<file path="config.mk">
export PLATFORM = sky130hd
export DESIGN_NAME = can_irq_ctrl
export DESIGN_NICKNAME = d
export VERILOG_FILES = /design/src/design/can_irq_pkg.sv /design/src/design/can_irq_ctrl.sv
export SDC_FILE = /design/constraint.sdc
export NUM_CORES = 1
export LEC_CHECK = 0
export BUFFER_PORTS_ARGS = -buffer_cell sky130_fd_sc_hd__buf_2
export CAP_MARGIN = 20
export CORE_ASPECT_RATIO = 0.7
export CORE_MARGIN = 2
export CORE_UTILIZATION = 48
export DETAILED_ROUTE_END_ITERATION = 10
export HOLD_SLACK_MARGIN = 0.02
export PLACE_DENSITY = 0.92
export SETUP_SLACK_MARGIN = 0.15
export SLEW_MARGIN = 20
export SYNTH_ARGS = -nofsm -noshare
export SYNTH_HDL_FRONTEND = slang
export SYNTH_SLANG_ARGS = --single-unit
</file>
<file path="constraint.sdc">
create_clock -name sys_clk -period 2 [get_ports sys_clk]
set_input_delay 0.3 -clock sys_clk [delete_from_list [all_inputs] [get_ports sys_clk]]
set_output_delay 0.3 -clock sys_clk [all_outputs]
set_load 0.02 [all_outputs]
</file>
<file path="src/design/can_irq_pkg.sv">
// Package for the interrupt, configuration and power-down control block.
// Assumes an APB slave with 32-bit data and one register per aligned word.
package can_irq_pkg;

    // Register indices; the byte address is four times the index
    localparam logic [15:0] IDX_FLAG    = 16'h7109;
    localparam logic [15:0] IDX_MASK    = 16'h710a;
    localparam logic [15:0] IDX_CTRL    = 16'h7100;
    localparam logic [15:0] IDX_STATUS  = 16'h7101;
    localparam logic [15:0] IDX_TXACK   = 16'h7102;
    localparam logic [15:0] IDX_RXPEND  = 16'h7103;

    // Flag and mask field layout
    localparam int MBX_LSB      = 8;
    localparam int MBX_N        = 6;
    localparam int ERR_N        = 7;
    localparam int BIT_WARN     = 0;
    localparam int BIT_PASSIVE  = 1;
    localparam int BIT_BUSOFF   = 2;
    localparam int BIT_WAKE     = 3;
    localparam int BIT_WDENY    = 4;
    localparam int BIT_ABORT    = 5;
    localparam int BIT_LOST     = 6;
    localparam int BIT_ERR_PRIO = 7;
    localparam int BIT_MBX_PRIO = 15;
    localparam logic [15:0] FLAG_WMASK = 16'h3f7f;
    localparam logic [15:0] MASK_WMASK = 16'hbfff;

    // Control and status field layout
    localparam int BIT_CCR  = 12;
    localparam int BIT_PDR  = 11;
    localparam int BIT_WAKE_ON_ACTIVITY = 9;
    localparam int BIT_CCE  = 4;
    localparam int BIT_PDA  = 3;
    localparam int TA_LSB   = 12;
    localparam int RMP_LSB  = 4;

    // Error counter warning level and idle bits before going bus-active
    localparam logic [7:0] WARN_LEVEL    = 8'h60;
    localparam logic [3:0] RECESSIVE_RUN = 4'hb;

    // Events and levels from the protocol engine, same clock
    typedef struct packed {
        logic [3:0] ta_set;
        logic [3:0] rmp_set;
        logic       msg_lost;
        logic       write_denied;
        logic       abort_done;
        logic       busoff;
        logic       passive;
        logic       tx_active;
        logic       bus_idle;
        logic       bit_tick;
        logic [7:0] tec;
        logic [7:0] rec;
    } core_evt_t;

    typedef enum logic [1:0] {PD_RUN, PD_DRAIN, PD_SLEEP, PD_RESYNC} pd_state_t;

endpackage

</file>
<file path="src/design/can_irq_ctrl.sv">
// Interrupt flags and masks, configuration handshake and power-down control.
// Assumes the protocol engine shares sys_clk and delivers one-cycle events;
// the bus receive pin is asynchronous and is synchronised here.
`timescale 1ns/10ps
module can_irq_ctrl (
    input  wire logic                   sys_clk,
    input  wire logic                   rst,
    input  wire logic                   psel,
    input  wire logic                   penable,
    input  wire logic                   pwrite,
    input  wire logic [31:0]            paddr,
    input  wire logic [31:0]            pwdata,
    output logic      [31:0]            prdata,
    output logic                        pready,
    output logic                        pslverr,
    input  wire can_irq_pkg::core_evt_t core_evt,
    input  wire logic                   can_rx,
    input  wire logic                   irq_ack,
    output logic                        mailbox_irq_line_n,
    output logic                        mailbox_prio_line,
    output logic                        error_irq_line_n,
    output logic                        error_prio_line,
    output logic                        bitcfg_write_ok,
    output logic                        bus_active,
    output logic                        err_cnt_clear
);

    // Write-one-to-clear with set winning over clear
    function automatic logic [15:0] w1c(input logic [15:0] cur, input logic [15:0] clr,
                                        input logic [15:0] set);
        w1c = (cur & ~clr) | set;
    endfunction

    // APB side state
    logic [31:0] prdata_reg,  prdata_next;
    logic        pready_reg,  pready_next;
    logic        pslverr_reg, pslverr_next;

    // Block state
    logic [15:0] flag_reg,   flag_next;
    logic [15:0] mask_reg,   mask_next;
    logic [3:0]  ta_reg,     ta_next;
    logic [3:0]  rmp_reg,    rmp_next;
    logic        ccr_reg,    ccr_next;
    logic        cce_reg,    cce_next;
    logic        pdr_reg,    pdr_next;
    logic        pda_reg,    pda_next;
    logic        wake_on_activity_reg,   wake_on_activity_next;
    logic [3:0]  recess_reg, recess_next;
    logic        busoff_reg, passive_reg;
    logic        rx_meta_reg, rx_sync_reg;
    logic        mirq_reg, mirq_next, eirq_reg, eirq_next;
    logic        mpri_reg, mpri_next, epri_reg, epri_next;
    logic        ok_reg, ok_next, act_reg, act_next, clr_reg, clr_next;
    can_irq_pkg::pd_state_t pd_reg, pd_next;

    logic [15:0] index;
    logic        wr_en;
    logic [5:0]  mbx_evt;
    logic [15:0] set_vec, clr_vec, wdat;
    logic        rx_dominant;

    assign index       = paddr[17:2];
    assign wr_en       = psel & penable & pready_reg & pwrite;
    assign wdat        = pwdata[15:0];
    assign rx_dominant = ~rx_sync_reg;

    // Pin synchroniser; the wake path applies no glitch filter beyond this
    always_ff @(posedge sys_clk) begin
        if (rst) begin
            rx_meta_reg <= 1'b1;
            rx_sync_reg <= 1'b1;
        end else begin
            rx_meta_reg <= can_rx;
            rx_sync_reg <= rx_meta_reg;
        end
    end

    // APB answer: ready in the first access cycle, no wait states
    always_comb begin
        pready_next  = psel & ~penable & ~pready_reg;
        prdata_next  = prdata_reg;
        pslverr_next = 1'b0;
        if (psel & ~penable) begin
            prdata_next = 32'h0000_0000;
            case (index)
                can_irq_pkg::IDX_FLAG:   prdata_next[15:0] = flag_reg;
                can_irq_pkg::IDX_MASK:   prdata_next[15:0] = mask_reg;
                can_irq_pkg::IDX_CTRL: begin
                    prdata_next[can_irq_pkg::BIT_CCR]  = ccr_reg;
                    prdata_next[can_irq_pkg::BIT_PDR]  = pdr_reg;
                    prdata_next[can_irq_pkg::BIT_WAKE_ON_ACTIVITY] = wake_on_activity_reg;
                end
                can_irq_pkg::IDX_STATUS: begin
                    prdata_next[can_irq_pkg::BIT_CCE] = cce_reg;
                    prdata_next[can_irq_pkg::BIT_PDA] = pda_reg;
                end
                can_irq_pkg::IDX_TXACK:  prdata_next[can_irq_pkg::TA_LSB +: 4] = ta_reg;
                can_irq_pkg::IDX_RXPEND: prdata_next[can_irq_pkg::RMP_LSB +: 4] = rmp_reg;
                default:                 pslverr_next = 1'b1;
            endcase
        end
    end

    always_ff @(posedge sys_clk) begin
        if (rst) begin
            prdata_reg  <= 32'h0000_0000;
            pready_reg  <= 1'b0;
            pslverr_reg <= 1'b0;
        end else begin
            prdata_reg  <= prdata_next;
            pready_reg  <= pready_next;
            pslverr_reg <= pslverr_next;
        end
    end

    // Flags, masks, control and power-down sequencing
    always_comb begin
        flag_next   = flag_reg;
        mask_next   = mask_reg;
        ta_next     = ta_reg;
        rmp_next    = rmp_reg;
        ccr_next    = ccr_reg;
        cce_next    = cce_reg;
        pdr_next    = pdr_reg;
        pda_next    = pda_reg;
        wake_on_activity_next   = wake_on_activity_reg;
        recess_next = recess_reg;
        pd_next     = pd_reg;
        clr_next    = 1'b0;
        set_vec     = 16'h0000;
        clr_vec     = 16'h0000;

        // Mailbox events: TA covers mailboxes 2-5, RX_PENDING_BITS mailboxes 0-3
        // Auto-answer and remote-request completions come in on the same strobes
        mbx_evt = {core_evt.ta_set, 2'b00} | {2'b00, core_evt.rmp_set};
        set_vec[can_irq_pkg::MBX_LSB +: 6] = mbx_evt &
                                             mask_reg[can_irq_pkg::MBX_LSB +: 6];
        set_vec[can_irq_pkg::BIT_WARN]    = (core_evt.tec >= can_irq_pkg::WARN_LEVEL) |
                                            (core_evt.rec >= can_irq_pkg::WARN_LEVEL);
        set_vec[can_irq_pkg::BIT_PASSIVE] = core_evt.passive & ~passive_reg;
        set_vec[can_irq_pkg::BIT_BUSOFF]  = core_evt.busoff & ~busoff_reg;
        set_vec[can_irq_pkg::BIT_WAKE]    = (pd_reg == can_irq_pkg::PD_SLEEP) &
                                            rx_dominant;
        set_vec[can_irq_pkg::BIT_WDENY]   = core_evt.write_denied;
        set_vec[can_irq_pkg::BIT_ABORT]   = core_evt.abort_done;
        set_vec[can_irq_pkg::BIT_LOST]    = core_evt.msg_lost;

        // Clears: error flags by flag write, mailbox flags only via TA or RX_PENDING_BITS
        // irq_ack takes no part here, so acknowledges never touch flags
        if (wr_en && index == can_irq_pkg::IDX_FLAG) begin
            clr_vec[can_irq_pkg::ERR_N-1:0] = wdat[can_irq_pkg::ERR_N-1:0];
        end
        if (wr_en && index == can_irq_pkg::IDX_TXACK) begin
            clr_vec[can_irq_pkg::MBX_LSB+2 +: 4] = wdat[can_irq_pkg::TA_LSB +: 4];
        end
        if (wr_en && index == can_irq_pkg::IDX_RXPEND) begin
            clr_vec[can_irq_pkg::MBX_LSB +: 4] = clr_vec[can_irq_pkg::MBX_LSB +: 4] |
                                                 wdat[can_irq_pkg::RMP_LSB +: 4];
        end
        flag_next = w1c(flag_reg, clr_vec, set_vec) & can_irq_pkg::FLAG_WMASK;
        if (wr_en && index == can_irq_pkg::IDX_TXACK) begin
            ta_next = ta_reg & ~wdat[can_irq_pkg::TA_LSB +: 4];
        end
        if (wr_en && index == can_irq_pkg::IDX_RXPEND) begin
            rmp_next = rmp_reg & ~wdat[can_irq_pkg::RMP_LSB +: 4];
        end
        ta_next  = ta_next | core_evt.ta_set;
        rmp_next = rmp_next | core_evt.rmp_set;

        if (wr_en && index == can_irq_pkg::IDX_MASK) begin
            mask_next = wdat & can_irq_pkg::MASK_WMASK;
        end

        // Configuration request and its enable handshake
        if (wr_en && index == can_irq_pkg::IDX_CTRL) begin
            ccr_next  = wdat[can_irq_pkg::BIT_CCR];
            pdr_next  = wdat[can_irq_pkg::BIT_PDR];
            wake_on_activity_next = wdat[can_irq_pkg::BIT_WAKE_ON_ACTIVITY];
            clr_next  = wdat[can_irq_pkg::BIT_CCR] & ~ccr_reg;
        end
        if (!ccr_reg) begin
            cce_next = 1'b0;
        end else if (core_evt.bus_idle) begin
            cce_next = 1'b1;
        end

        // Power-down sequence; error counters are never cleared on wake
        case (pd_reg)
            can_irq_pkg::PD_RUN: begin
                if (pdr_reg) begin
                    pd_next = can_irq_pkg::PD_DRAIN;
                end
            end
            can_irq_pkg::PD_DRAIN: begin
                if (!pdr_reg) begin
                    pd_next = can_irq_pkg::PD_RUN;
                end else if (!core_evt.tx_active) begin
                    pd_next  = can_irq_pkg::PD_SLEEP;
                    pda_next = 1'b1;
                end
            end
            can_irq_pkg::PD_SLEEP: begin
                // Hardware wake clear wins over a host write in the same cycle
                if ((rx_dominant && wake_on_activity_reg) || !pdr_reg) begin
                    pdr_next    = 1'b0;
                    pda_next    = 1'b0;
                    recess_next = 4'h0;
                    pd_next     = can_irq_pkg::PD_RESYNC;
                end
            end
            can_irq_pkg::PD_RESYNC: begin
                if (rx_dominant) begin
                    recess_next = 4'h0;
                end else if (core_evt.bit_tick) begin
                    recess_next = recess_reg + 4'h1;
                    if (recess_next == can_irq_pkg::RECESSIVE_RUN) begin
                        pd_next = can_irq_pkg::PD_RUN;
                    end
                end
            end
            default: pd_next = can_irq_pkg::PD_RUN;
        endcase

        // Registered request lines, active low toward the expansion controller
        // Flops hold the pin level itself, so no gate sits between flop and pin
        mirq_next = ~|(flag_reg[can_irq_pkg::MBX_LSB +: 6] &
                       mask_reg[can_irq_pkg::MBX_LSB +: 6]);
        eirq_next = ~|(flag_reg[can_irq_pkg::ERR_N-1:0] &
                       mask_reg[can_irq_pkg::ERR_N-1:0]);
        mpri_next = ~mask_reg[can_irq_pkg::BIT_MBX_PRIO];
        epri_next = ~mask_reg[can_irq_pkg::BIT_ERR_PRIO];
        ok_next   = ccr_reg & cce_reg;
        act_next  = (pd_reg == can_irq_pkg::PD_RUN) & ~ccr_reg;
    end

    always_ff @(posedge sys_clk) begin
        if (rst) begin
            flag_reg    <= 16'h0000;
            mask_reg    <= 16'h0000;
            ta_reg      <= 4'h0;
            rmp_reg     <= 4'h0;
            ccr_reg     <= 1'b1;
            cce_reg     <= 1'b1;
            pdr_reg     <= 1'b0;
            pda_reg     <= 1'b0;
            wake_on_activity_reg    <= 1'b0;
            recess_reg  <= 4'h0;
            pd_reg      <= can_irq_pkg::PD_RUN;
            busoff_reg  <= 1'b0;
            passive_reg <= 1'b0;
            mirq_reg    <= 1'b1;
            eirq_reg    <= 1'b1;
            mpri_reg    <= 1'b1;
            epri_reg    <= 1'b1;
            ok_reg      <= 1'b1;
            act_reg     <= 1'b0;
            clr_reg     <= 1'b0;
        end else begin
            flag_reg    <= flag_next;
            mask_reg    <= mask_next;
            ta_reg      <= ta_next;
            rmp_reg     <= rmp_next;
            ccr_reg     <= ccr_next;
            cce_reg     <= cce_next;
            pdr_reg     <= pdr_next;
            pda_reg     <= pda_next;
            wake_on_activity_reg    <= wake_on_activity_next;
            recess_reg  <= recess_next;
            pd_reg      <= pd_next;
            busoff_reg  <= core_evt.busoff;
            passive_reg <= core_evt.passive;
            mirq_reg    <= mirq_next;
            eirq_reg    <= eirq_next;
            mpri_reg    <= mpri_next;
            epri_reg    <= epri_next;
            ok_reg      <= ok_next;
            act_reg     <= act_next;
            clr_reg     <= clr_next;
        end
    end

    assign prdata             = prdata_reg;
    assign pready             = pready_reg;
    assign pslverr            = pslverr_reg;
    assign mailbox_irq_line_n = mirq_reg;
    assign error_irq_line_n   = eirq_reg;
    assign mailbox_prio_line  = mpri_reg;
    assign error_prio_line    = epri_reg;
    assign bitcfg_write_ok    = ok_reg;
    assign bus_active         = act_reg;
    assign err_cnt_clear      = clr_reg;

    // Checks next to the logic they guard
    property p_mbx_line;
        @(posedge sys_clk) disable iff (rst)
        |(flag_reg[13:8] & mask_reg[13:8]) |=> !mailbox_irq_line_n;
    endproperty
    a_mbx_line: assert property (p_mbx_line) else $error("mailbox request missing");

    property p_err_line;
        @(posedge sys_clk) disable iff (rst)
        (flag_reg[6:0] & mask_reg[6:0]) == 7'h00 |=> error_irq_line_n;
    endproperty
    a_err_line: assert property (p_err_line) else $error("error request without cause");

    property p_prio;
        @(posedge sys_clk) disable iff (rst)
        ##1 (mailbox_prio_line == !$past(mask_reg[15])) && (error_prio_line == !$past(mask_reg[7]));
    endproperty
    a_prio: assert property (p_prio) else $error("priority line wrong");

    property p_ack_keeps;
        @(posedge sys_clk) disable iff (rst)
        irq_ack && !(wr_en && index == can_irq_pkg::IDX_FLAG) && !wr_en
        |=> (flag_reg & $past(flag_reg)) == $past(flag_reg);
    endproperty
    a_ack_keeps: assert property (p_ack_keeps) else $error("flag lost on acknowledge");

    property p_warn;
        @(posedge sys_clk) disable iff (rst)
        core_evt.tec >= 8'h60 |=> flag_reg[0] ##1 !error_irq_line_n || !$past(mask_reg[0]);
    endproperty
    a_warn: assert property (p_warn) else $error("warning flag not set");

    property p_mbx_hold;
        @(posedge sys_clk) disable iff (rst)
        flag_reg[8] && !(wr_en && index == can_irq_pkg::IDX_RXPEND) |=> flag_reg[8];
    endproperty
    a_mbx_hold: assert property (p_mbx_hold) else $error("mailbox flag cleared wrongly");

    property p_drain;
        @(posedge sys_clk) disable iff (rst)
        pd_reg == can_irq_pkg::PD_DRAIN && core_evt.tx_active |=> !pda_reg;
    endproperty
    a_drain: assert property (p_drain) else $error("acknowledge during transmission");

    property p_wake;
        @(posedge sys_clk) disable iff (rst)
        pd_reg == can_irq_pkg::PD_SLEEP && rx_dominant && wake_on_activity_reg
        |=> flag_reg[3] && !pdr_reg && !pda_reg ##1 !bus_active;
    endproperty
    a_wake: assert property (p_wake) else $error("wake-up handling wrong");

endmodule

</file>
* Word-level counts from Yosys, hierarchy flattened
Cells that the tools add are included.
Storage, ports and cells: register bits 76, input port bits 103, output and inout port bits 41, word-level logic and storage cells 142
Cells by class: add/sub/neg operators 1, order comparisons 2, equal/unequal tests 20, muxes and demuxes 37, bitwise operators 36, reductions and logical operators 21
Operators by type and width (count):
- == test 16 x 15 -> 1 bit (second input constant) | 6
- 2-to-1 mux 4 bit | 7
- case mux 3 bit (3 select lines) | 2
- greater-or-equal comparator 8 x 7 -> 1 bit (second input constant) | 2
- bitwise AND 14 bit | 1
- 2-to-1 mux 2 bit | 7
- inequality test 2 bit (second input constant) | 7
- NOT 14 bit | 1
- OR 14 bit | 1
- bitwise AND 6 bit | 2
- OR 4 bit | 3
- OR reduction 6 bit | 2
- bitwise AND 1 bit | 11
- NOT 1 bit | 10
- 2-to-1 mux 1 bit | 9
- case mux 1 bit (3 select lines) | 3
- bitwise AND 4 bit | 2
- NOT 4 bit | 2
- case mux 1 bit (4 select lines) | 2
- case mux 2 bit (4 select lines) | 1
- case mux 4 bit (2 select lines) | 1
- bitwise AND 7 bit | 1
- 2-to-1 mux 7 bit | 1
- OR reduction 7 bit | 1
- 19 further kinds | 32

* Depth between registers and ports, before layout
Gate-level depths: netlist (run 1).
word-level depth 10, depth in mapped cells 8, depth with buffers taken out 6

* Worst setup path after synthesis (run 1)
Ideal clock, no wire load.
kind input to register, from input port paddr[4], to register pdr_reg, setup time 0.135 ns, data arrival time 1.633 ns, data required time 1.865 ns, setup slack 0.233 ns, cell stages on the path 6, path buffers 1, path through or4b_4 nor3_4 and3_1 buf_4 mux2i_1 a211oi_2
On the way: cells in the longest elaborated chain, start to end 5
RTL lines:
- from (decl) | line can_irq_ctrl.sv:11 | input wire logic [31:0] paddr,
- == test 16 x 15 -> 1 bit (*) | line can_irq_ctrl.sv:176 | if (wr_en && index == can_irq_pkg::IDX_CTRL) begin
- logical AND 1 bit (*) | line can_irq_ctrl.sv:176
- 2-to-1 mux 1 bit (*) | line can_irq_ctrl.sv:176
- 2-to-1 mux 1 bit | line can_irq_ctrl.sv:205 | if ((rx_dominant && wake_on_activity_reg) || !pdr_reg) begin
- 2-to-1 mux 1 bit (*) | line can_irq_ctrl.sv:189 | case (pd_reg)
- to (signal assigned) | line can_irq_ctrl.sv:266 | pdr_reg <= pdr_next;
- to (decl) | line can_irq_ctrl.sv:46 | logic pdr_reg, pdr_next;
Mark *: on every way between the ends. The rest lies on a longest branch, timed or not. A chain may end at the register's enable or synchronous reset.

* Final worst setup path (run 1)
from register pready_reg, in the netlist pready, to register ta_reg[0]
On the way: cells in the longest elaborated chain, start to end 5
RTL lines:
- from (decl) | line can_irq_ctrl.sv:36 | logic pready_reg, pready_next;
- from (signal assigned) | line can_irq_ctrl.sv:112 | pready_reg <= pready_next;
- bitwise AND 1 bit (2 in a row) | line can_irq_ctrl.sv:64 | assign wr_en = psel & penable & pready_reg & pwrite;
- logical AND 1 bit | line can_irq_ctrl.sv:162 | if (wr_en && index == can_irq_pkg::IDX_TXACK) begin
- 2-to-1 mux 4 bit | line can_irq_ctrl.sv:162
- OR 4 bit | line can_irq_ctrl.sv:168 | ta_next = ta_next | core_evt.ta_set;
- to (signal assigned) | line can_irq_ctrl.sv:262 | ta_reg <= ta_next;
- to (decl) | line can_irq_ctrl.sv:42 | logic [3:0] ta_reg, ta_next;
Every way passes these cells.

==> metrics.txt, run 1 <==
status=finished clean; Seq/Total Area, Yosys=43.3%; WP data required=2.24 ns; Top delay family on crit path=simple AND/OR/NAND/NOR gates; num rows=26; dpl cell area=0.00407 mm²; Die ar.=0.00803 mm²; multi-input logic area=0.00177 mm²; Crit Path Category=reg2reg; ant diodes=0; Mean Syn Cell Area=8.41 µm²; synthesis-to-layout area growth=21.2%; I/O Pins=144; Final Max Tran Viols=0; Final ANT Viol Nets=0; CP arrival=1.91 ns; ratio of cells with drive above 1 in the final layout=26.1%; Root Driver=clkbuf_8; First DRT Iteration DRCs=403; Longest Clk Path Bufs=2; final hold vios=0; final setup fails=0; postcts setup bufs=0; Critical Path Sink Type=flop; CTS sink count=76; DR vias/cell=5.75; clock transition at the registers of the reported paths=0.09 ns; initial antenna violation count=0; cell count after synthesis=418; post-DP HPWL=7440 µm; synthesized cell area=0.00351 mm²; critical path, cell by cell=and4_1 -> nand2_1 -> nor3_1 -> buf_4 -> a311oi_1; Distinct cells, synth=54; slowest stage delay, CP=0.50 ns; CTS tree=done; die height=75.6 µm; Fmax achieved=598 MHz; drc violations=0; Crit Path Max Fanout=10; Tot GR Track Use=25.6%; sequential cell area=0.00152 mm²; Nets=613; Post-CTS Resized=0; max FFs per register=16; dominant synthesized flop cell=dfxtp_1; Horiz. Die Dim=106 µm; crit path buf inv count=1; worst vdd ir=348 µV; vias in the first global route=3,270; leakage power=1.70 nW; gpl congestion=0.957; H-tree depth reported by CTS=3; clk_skew=0.00733 ns; Final Core Density=59.2%; CP max stage cell=and4_1; Max-cap violations=0; largest net degree at the start of global routing=67; fill count=650; Worst setup SP type=flop; Pwr Density=695 mW/mm²; most common cell after layout, fill and taps aside=buf_2; IO Port Bufs=84; fin crit period=1.67 ns; RSZ-0062 raised after global routing=no; CTS Buf Count=9; Seq cells post-synth=76; Clock Latency Late Sink=0.37 ns; ys async rst share=0%; final worst-path cycle share=83.7%; first-pass GRT wire length=15,900 µm; most frequent cells in the layout=buf_2, dfxtp_1, nand2_1; hold buffers post-CTS=0; post-DR wirelength/cell=16.3 µm; Ys Warns=0; core area=0.00719 mm²; Starting Density=48.9%; Finished Cell Area=0.00426 mm²; EDFF count, synth=0; class of the worst hold path=in2reg; final wirelength=9950 µm; via total after detailed routing=3,512; 1st-pass router iterations=7; total grt overflow=0
## power breakdown
part / switching (W) / internal, W / leakage [nW]
Sequential: 0.0000211 / 0.00154 / 0.618
Combinational: 0.000164 / 0.0000993 / 0.988
Clock: 0.000651 / 0.000484 / 0.0922
Total: 0.000836 / 0.00212 / 1.70
## path summary, 6_finish.rpt
| path | from | end | slack, ns | cells past startpoint |
|---|---|---|---|---|
| setup reg to reg | pready | ta_reg[0] | 0.33 | 5 |
| setup / recovery | pready | ta_reg[0] | 0.33 | 5 |
| hold reg to reg | rx_meta_reg | rx_sync_reg | 0.42 | 1 |
| hold / removal | can_rx | rx_meta_reg | 0.12 | 2 |
## synthesized netlist by cell type, types with 6 or more instances
cell type / n / share of area (%)
inv_1: 13 / 1.4
nor2b_1: 10 / 1.8
a22oi_1: 8 / 1.7
mux2i_1: 6 / 1.7
nand4_1: 9 / 1.6
nand3_1: 16 / 2.3
a21oi_1: 38 / 5.4
dfxtp_1: 76 / 43
clkbuf_1: 18 / 1.9
nand2_1: 60 / 6.4
nor3_1: 9 / 1.3
nand2b_1: 8 / 1.4
buf_4: 18 / 3.8
a32oi_1: 6 / 1.5
nor2_1: 27 / 2.9
a311oi_1: 12 / 3.0
o21ai_0: 15 / 2.1
a22o_1: 9 / 2.2
## worst reg2reg max path, stage by stage (launching register included)
cell and delay [ns]:
dfxtp_1 0.36, and4_1 0.50, nand2_1 0.13, nor3_1 0.26, buf_4 0.20, a311oi_1 0.10
## cells by family after synthesis
group | count (synthesis) | share of synthesized area (%)
flip-flops | 76 | 43.3
AO/OA/AOI/OAI | 109 | 20.9
XOR/XNOR | 3 | 0.748
buffers and inverters | 54 | 7.83
multiplexers | 8 | 2.35
other | 1 | 0.107
AND/OR/NAND/NOR | 165 | 24.0
adder cells (fa/ha/maj) | 2 | 0.712
## area by class of cell
class                   count  area share (%)
multi-input cells         303            41.6
clock inverters             7            1.56
inverters                  13            1.15
flip-flops and latches     76            35.7
clock buffers               9            2.91
well taps                  98            2.88
repair buffers            105            14.2
## layer usage
layer  vias up  GRT usage [%]  routed length, µm
li1       1655              -                  -
met1      1620           33.7               4390
met2       211           40.2               4210
met3        26           9.07               1140
met4         0           8.19                214
met5         -              0                  0
## through the flow
| stage | hold WS [ns] | setup WS [ns] | instances | total power (W) | setup TNS (ns) |
|---|---|---|---|---|---|
| finish | 0.118 | 0.327 | 611 | 0.00296 | 0 |
| global route | 0.0922 | 0.227 | 611 | 0.00307 | 0 |
| CTS | 0.101 | 0.343 | 611 | 0.00297 | 0 |
| detailed placement | 0.398 | -0.0363 | 595 | 0.00185 | -0.0363 |
| global placement | 0.399 | 0.0902 | 595 | 0.00184 | 0 |
| floorplan | 0.384 | 0.233 | 433 | 0.00175 | 0 |
Power figures use the tool's default switching activity.
==> inputs of run 2 (changes only) <==
--- a/config.mk
+++ b/config.mk
@@ -9,10 +9,10 @@
 export CAP_MARGIN = 20
 export CORE_ASPECT_RATIO = 0.7
 export CORE_MARGIN = 2
-export CORE_UTILIZATION = 48
+export CORE_UTILIZATION = 43
 export DETAILED_ROUTE_END_ITERATION = 10
 export HOLD_SLACK_MARGIN = 0.02
-export PLACE_DENSITY = 0.92
+export PLACE_DENSITY = 0.87
 export SETUP_SLACK_MARGIN = 0.15
 export SLEW_MARGIN = 20
 export SYNTH_ARGS = -nofsm -noshare
==> constraint.sdc (replaced) <==
create_clock -name sys_clk -period 1.5 [get_ports sys_clk]
set_input_delay 0.225 -clock sys_clk [delete_from_list [all_inputs] [get_ports sys_clk]]
set_output_delay 0.225 -clock sys_clk [all_outputs]
set_load 0.02 [all_outputs]
==> metrics.txt, run 2 (synthesis gave the netlist of run 1 again) <==
status=complete, but fails checks; violated checks=setup timing; final hold vios=0 (unchanged); class of the worst hold path=in2reg; pre-CTS setup slack=-0.384 ns (-0.348 ns); vias in the first global route=3,642 (+11%); largest net degree at the start of global routing=32 (-52%); H-tree depth reported by CTS=3 (unchanged); ant diodes=0 (unchanged); WP data required=1.71 ns (-0.53 ns); via total after detailed routing=3,825 (+8.9%); Clock Power Share=50.2% (+12 points); I/O Pins=144 (unchanged); Max-cap violations=0 (unchanged); RSZ-0062 raised after global routing=yes; fill count=578 (-11%); initial antenna violation count=0 (unchanged); final worst-path cycle share=103%; First DRT Iteration DRCs=403 (unchanged); slew at the pin closest to its max-slew limit=0.563 ns; leakage power=2.02 nW (+19%); CTS sink count=76 (unchanged); internal power=0.00394 W (+86%); Post-Route Setup TNS=-0.109 ns (-0.109 ns); worst setup margin=-0.0507 ns (-0.377 ns); most frequent cells in the layout=buf_2, dfxtp_1, nand2_1; Crit Path Category=in2reg; Worst setup SP type=input pin; Starting Density=44.4% (-4.4 points); clk_skew=0.00684 ns (-0.000492 ns); ratio of cells with drive above 1 in the final layout=41.5% (+15 points); post-DR wirelength/cell=19.2 µm (+18%); fin crit period=1.55 ns; Tot GR Track Use=26.3% (+0.60 points); Crit Path Max Fanout=4 (-6); clock transition at the registers of the reported paths=0.06 ns (-0.03 ns); num rows=27 (+3.8%); total grt overflow=0 (unchanged); CTS tree=done; Pwr Density=994 mW/mm² (+43%); Longest Clk Path Bufs=2 (unchanged); Critical Path Sink Type=flop; IO Port Bufs=84 (unchanged); final wirelength=12,300 µm (+24%); Comb power frac=8.7% (-0.2 points); Final ANT Viol Nets=0 (unchanged); hold buffers post-CTS=0 (unchanged); Root Driver=clkbuf_16; CTS Buf Count=9 (unchanged); final setup fails=3 (+3); Final Max Tran Viols=0 (unchanged); Horiz. Die Dim=112 µm (+5.4%); Slew HR=62.5%; worst vdd ir=821 µV (+140%); DR vias/cell=5.97 (+3.8%); most common cell after layout, fill and taps aside=buf_2; Fmax achieved=645 MHz; max FFs per register=16 (unchanged); Nets=640 (+4.4%); drc violations=0 (unchanged); Die ar.=0.00892 mm² (+11%); gpl congestion=0.940 (-1.8%); post-DP HPWL=7960 µm (+7.0%); Clock Latency Late Sink=0.34 ns (-0.03 ns); CP arrival=1.76 ns (-0.15 ns); 1st-pass router iterations=5 (-2); switching pwr=0.00114 W (+36%); core area=0.00791 mm² (+10%); synthesis-to-layout area growth=45.3%; first-pass GRT wire length=18,300 µm (+15%); sw frac=22.4% (-5.9 points); Seq pwr share=41.1% (-12 points); die height=79.6 µm (+5.4%)
## run 2: changes by cell type in the layout (fill, tap and decap cells not counted), moves of 5 or more
| cell | previous run | this run |
|---|---|---|
| buf_4 | 19 | 35 |
| buf_6 | 0 | 15 |
| a21oi_1 | 38 | 27 |
| a21oi_2 | 0 | 11 |
| o21ai_0 | 15 | 5 |
| clkbuf_16 | 0 | 9 |
| nand3_1 | 16 | 8 |
| clkbuf_8 | 9 | 2 |
| dfxtp_1 | 76 | 69 |
| dfxtp_2 | 0 | 6 |
| nand3_4 | 0 | 5 |
| o21ai_1 | 0 | 5 |
| o21ai_2 | 0 | 5 |
## run 2: worst paths after layout
kind | slack [ns] | depth (start not counted) | to | startpoint
worst min register to register | 0.42 | 1 | rx_sync_reg | rx_meta_reg
worst min-delay path | 0.07 | 2 | rx_meta_reg | can_rx
worst max-delay path | -0.05 | 7 | flag_reg[10] | paddr[6]
worst max register to register | 0.03 | 6 | mask_reg[11] | pready
## run 2: metrics by stage
| step | utilization [%] | instances | hold slack, ns | power (W) | instance area (µm²) |
|---|---|---|---|---|---|
| final | 64.6 | 641 | 0.0660 | 0.00507 | 5100 |
| after global routing | 64.6 | 641 | 0.0786 | 0.00519 | 5100 |
| after CTS | 62.4 | 639 | 0.0650 | 0.00502 | 4930 |
| after detailed placement | 53.9 | 618 | 0.408 | 0.00251 | 4260 |
| after global placement | 53.9 | 618 | 0.399 | 0.00249 | 4260 |
| after floorplan | - | 433 | 0.323 | 0.00234 | 3660 |
## run 2: repair_timing
item / CTS / global route
endpoints found under the setup margin: 57 / 63
buffers inserted: 5 / 2
pin swaps: 42 / 18
gates resized for setup: 59 / 39
## run 2: per-layer routing
layer	GRT usage, %	up-vias	routed length, µm	part of all wire (%)
li1	-	1711	-	-
met1	33.4	1805	4850	39
met2	43.5	264	5790	47
met3	6.61	45	1240	10
met4	10.0	0	415	3.4
met5	0	-	0	0
## run 2: layout make-up
type                    count  area (µm²)  share of cell area (%)
flip-flops and latches     76        1530                    30.0
multi-input cells         303        2170                    42.6
well taps                 101         126                    2.48
clock buffers              12         256                    5.03
inverters                  13        48.8                   0.956
repair buffers            132         872                    17.1
clock inverters             4        95.1                    1.86
## run 2: worst max-delay path: stages
cell and delay, ns:
buf_6 0.09, or4b_4 0.56, nor3_4 0.29, buf_4 0.16, nand4_1 0.14, o21ai_1 0.20, a21oi_1 0.10
## run 2: power groups by stage
| stage | Sequential [W] | Clock (W) | Combinational [W] |
|---|---|---|---|
| after floorplan | 0.00212 | 0 | 0.000224 |
| after global placement | 0.00212 | 0 | 0.000372 |
| after detailed placement | 0.00212 | 0 | 0.000382 |
| after CTS | 0.00208 | 0.00253 | 0.000412 |
| after global routing | 0.00209 | 0.00263 | 0.000470 |
| final | 0.00208 | 0.00255 | 0.000441 |
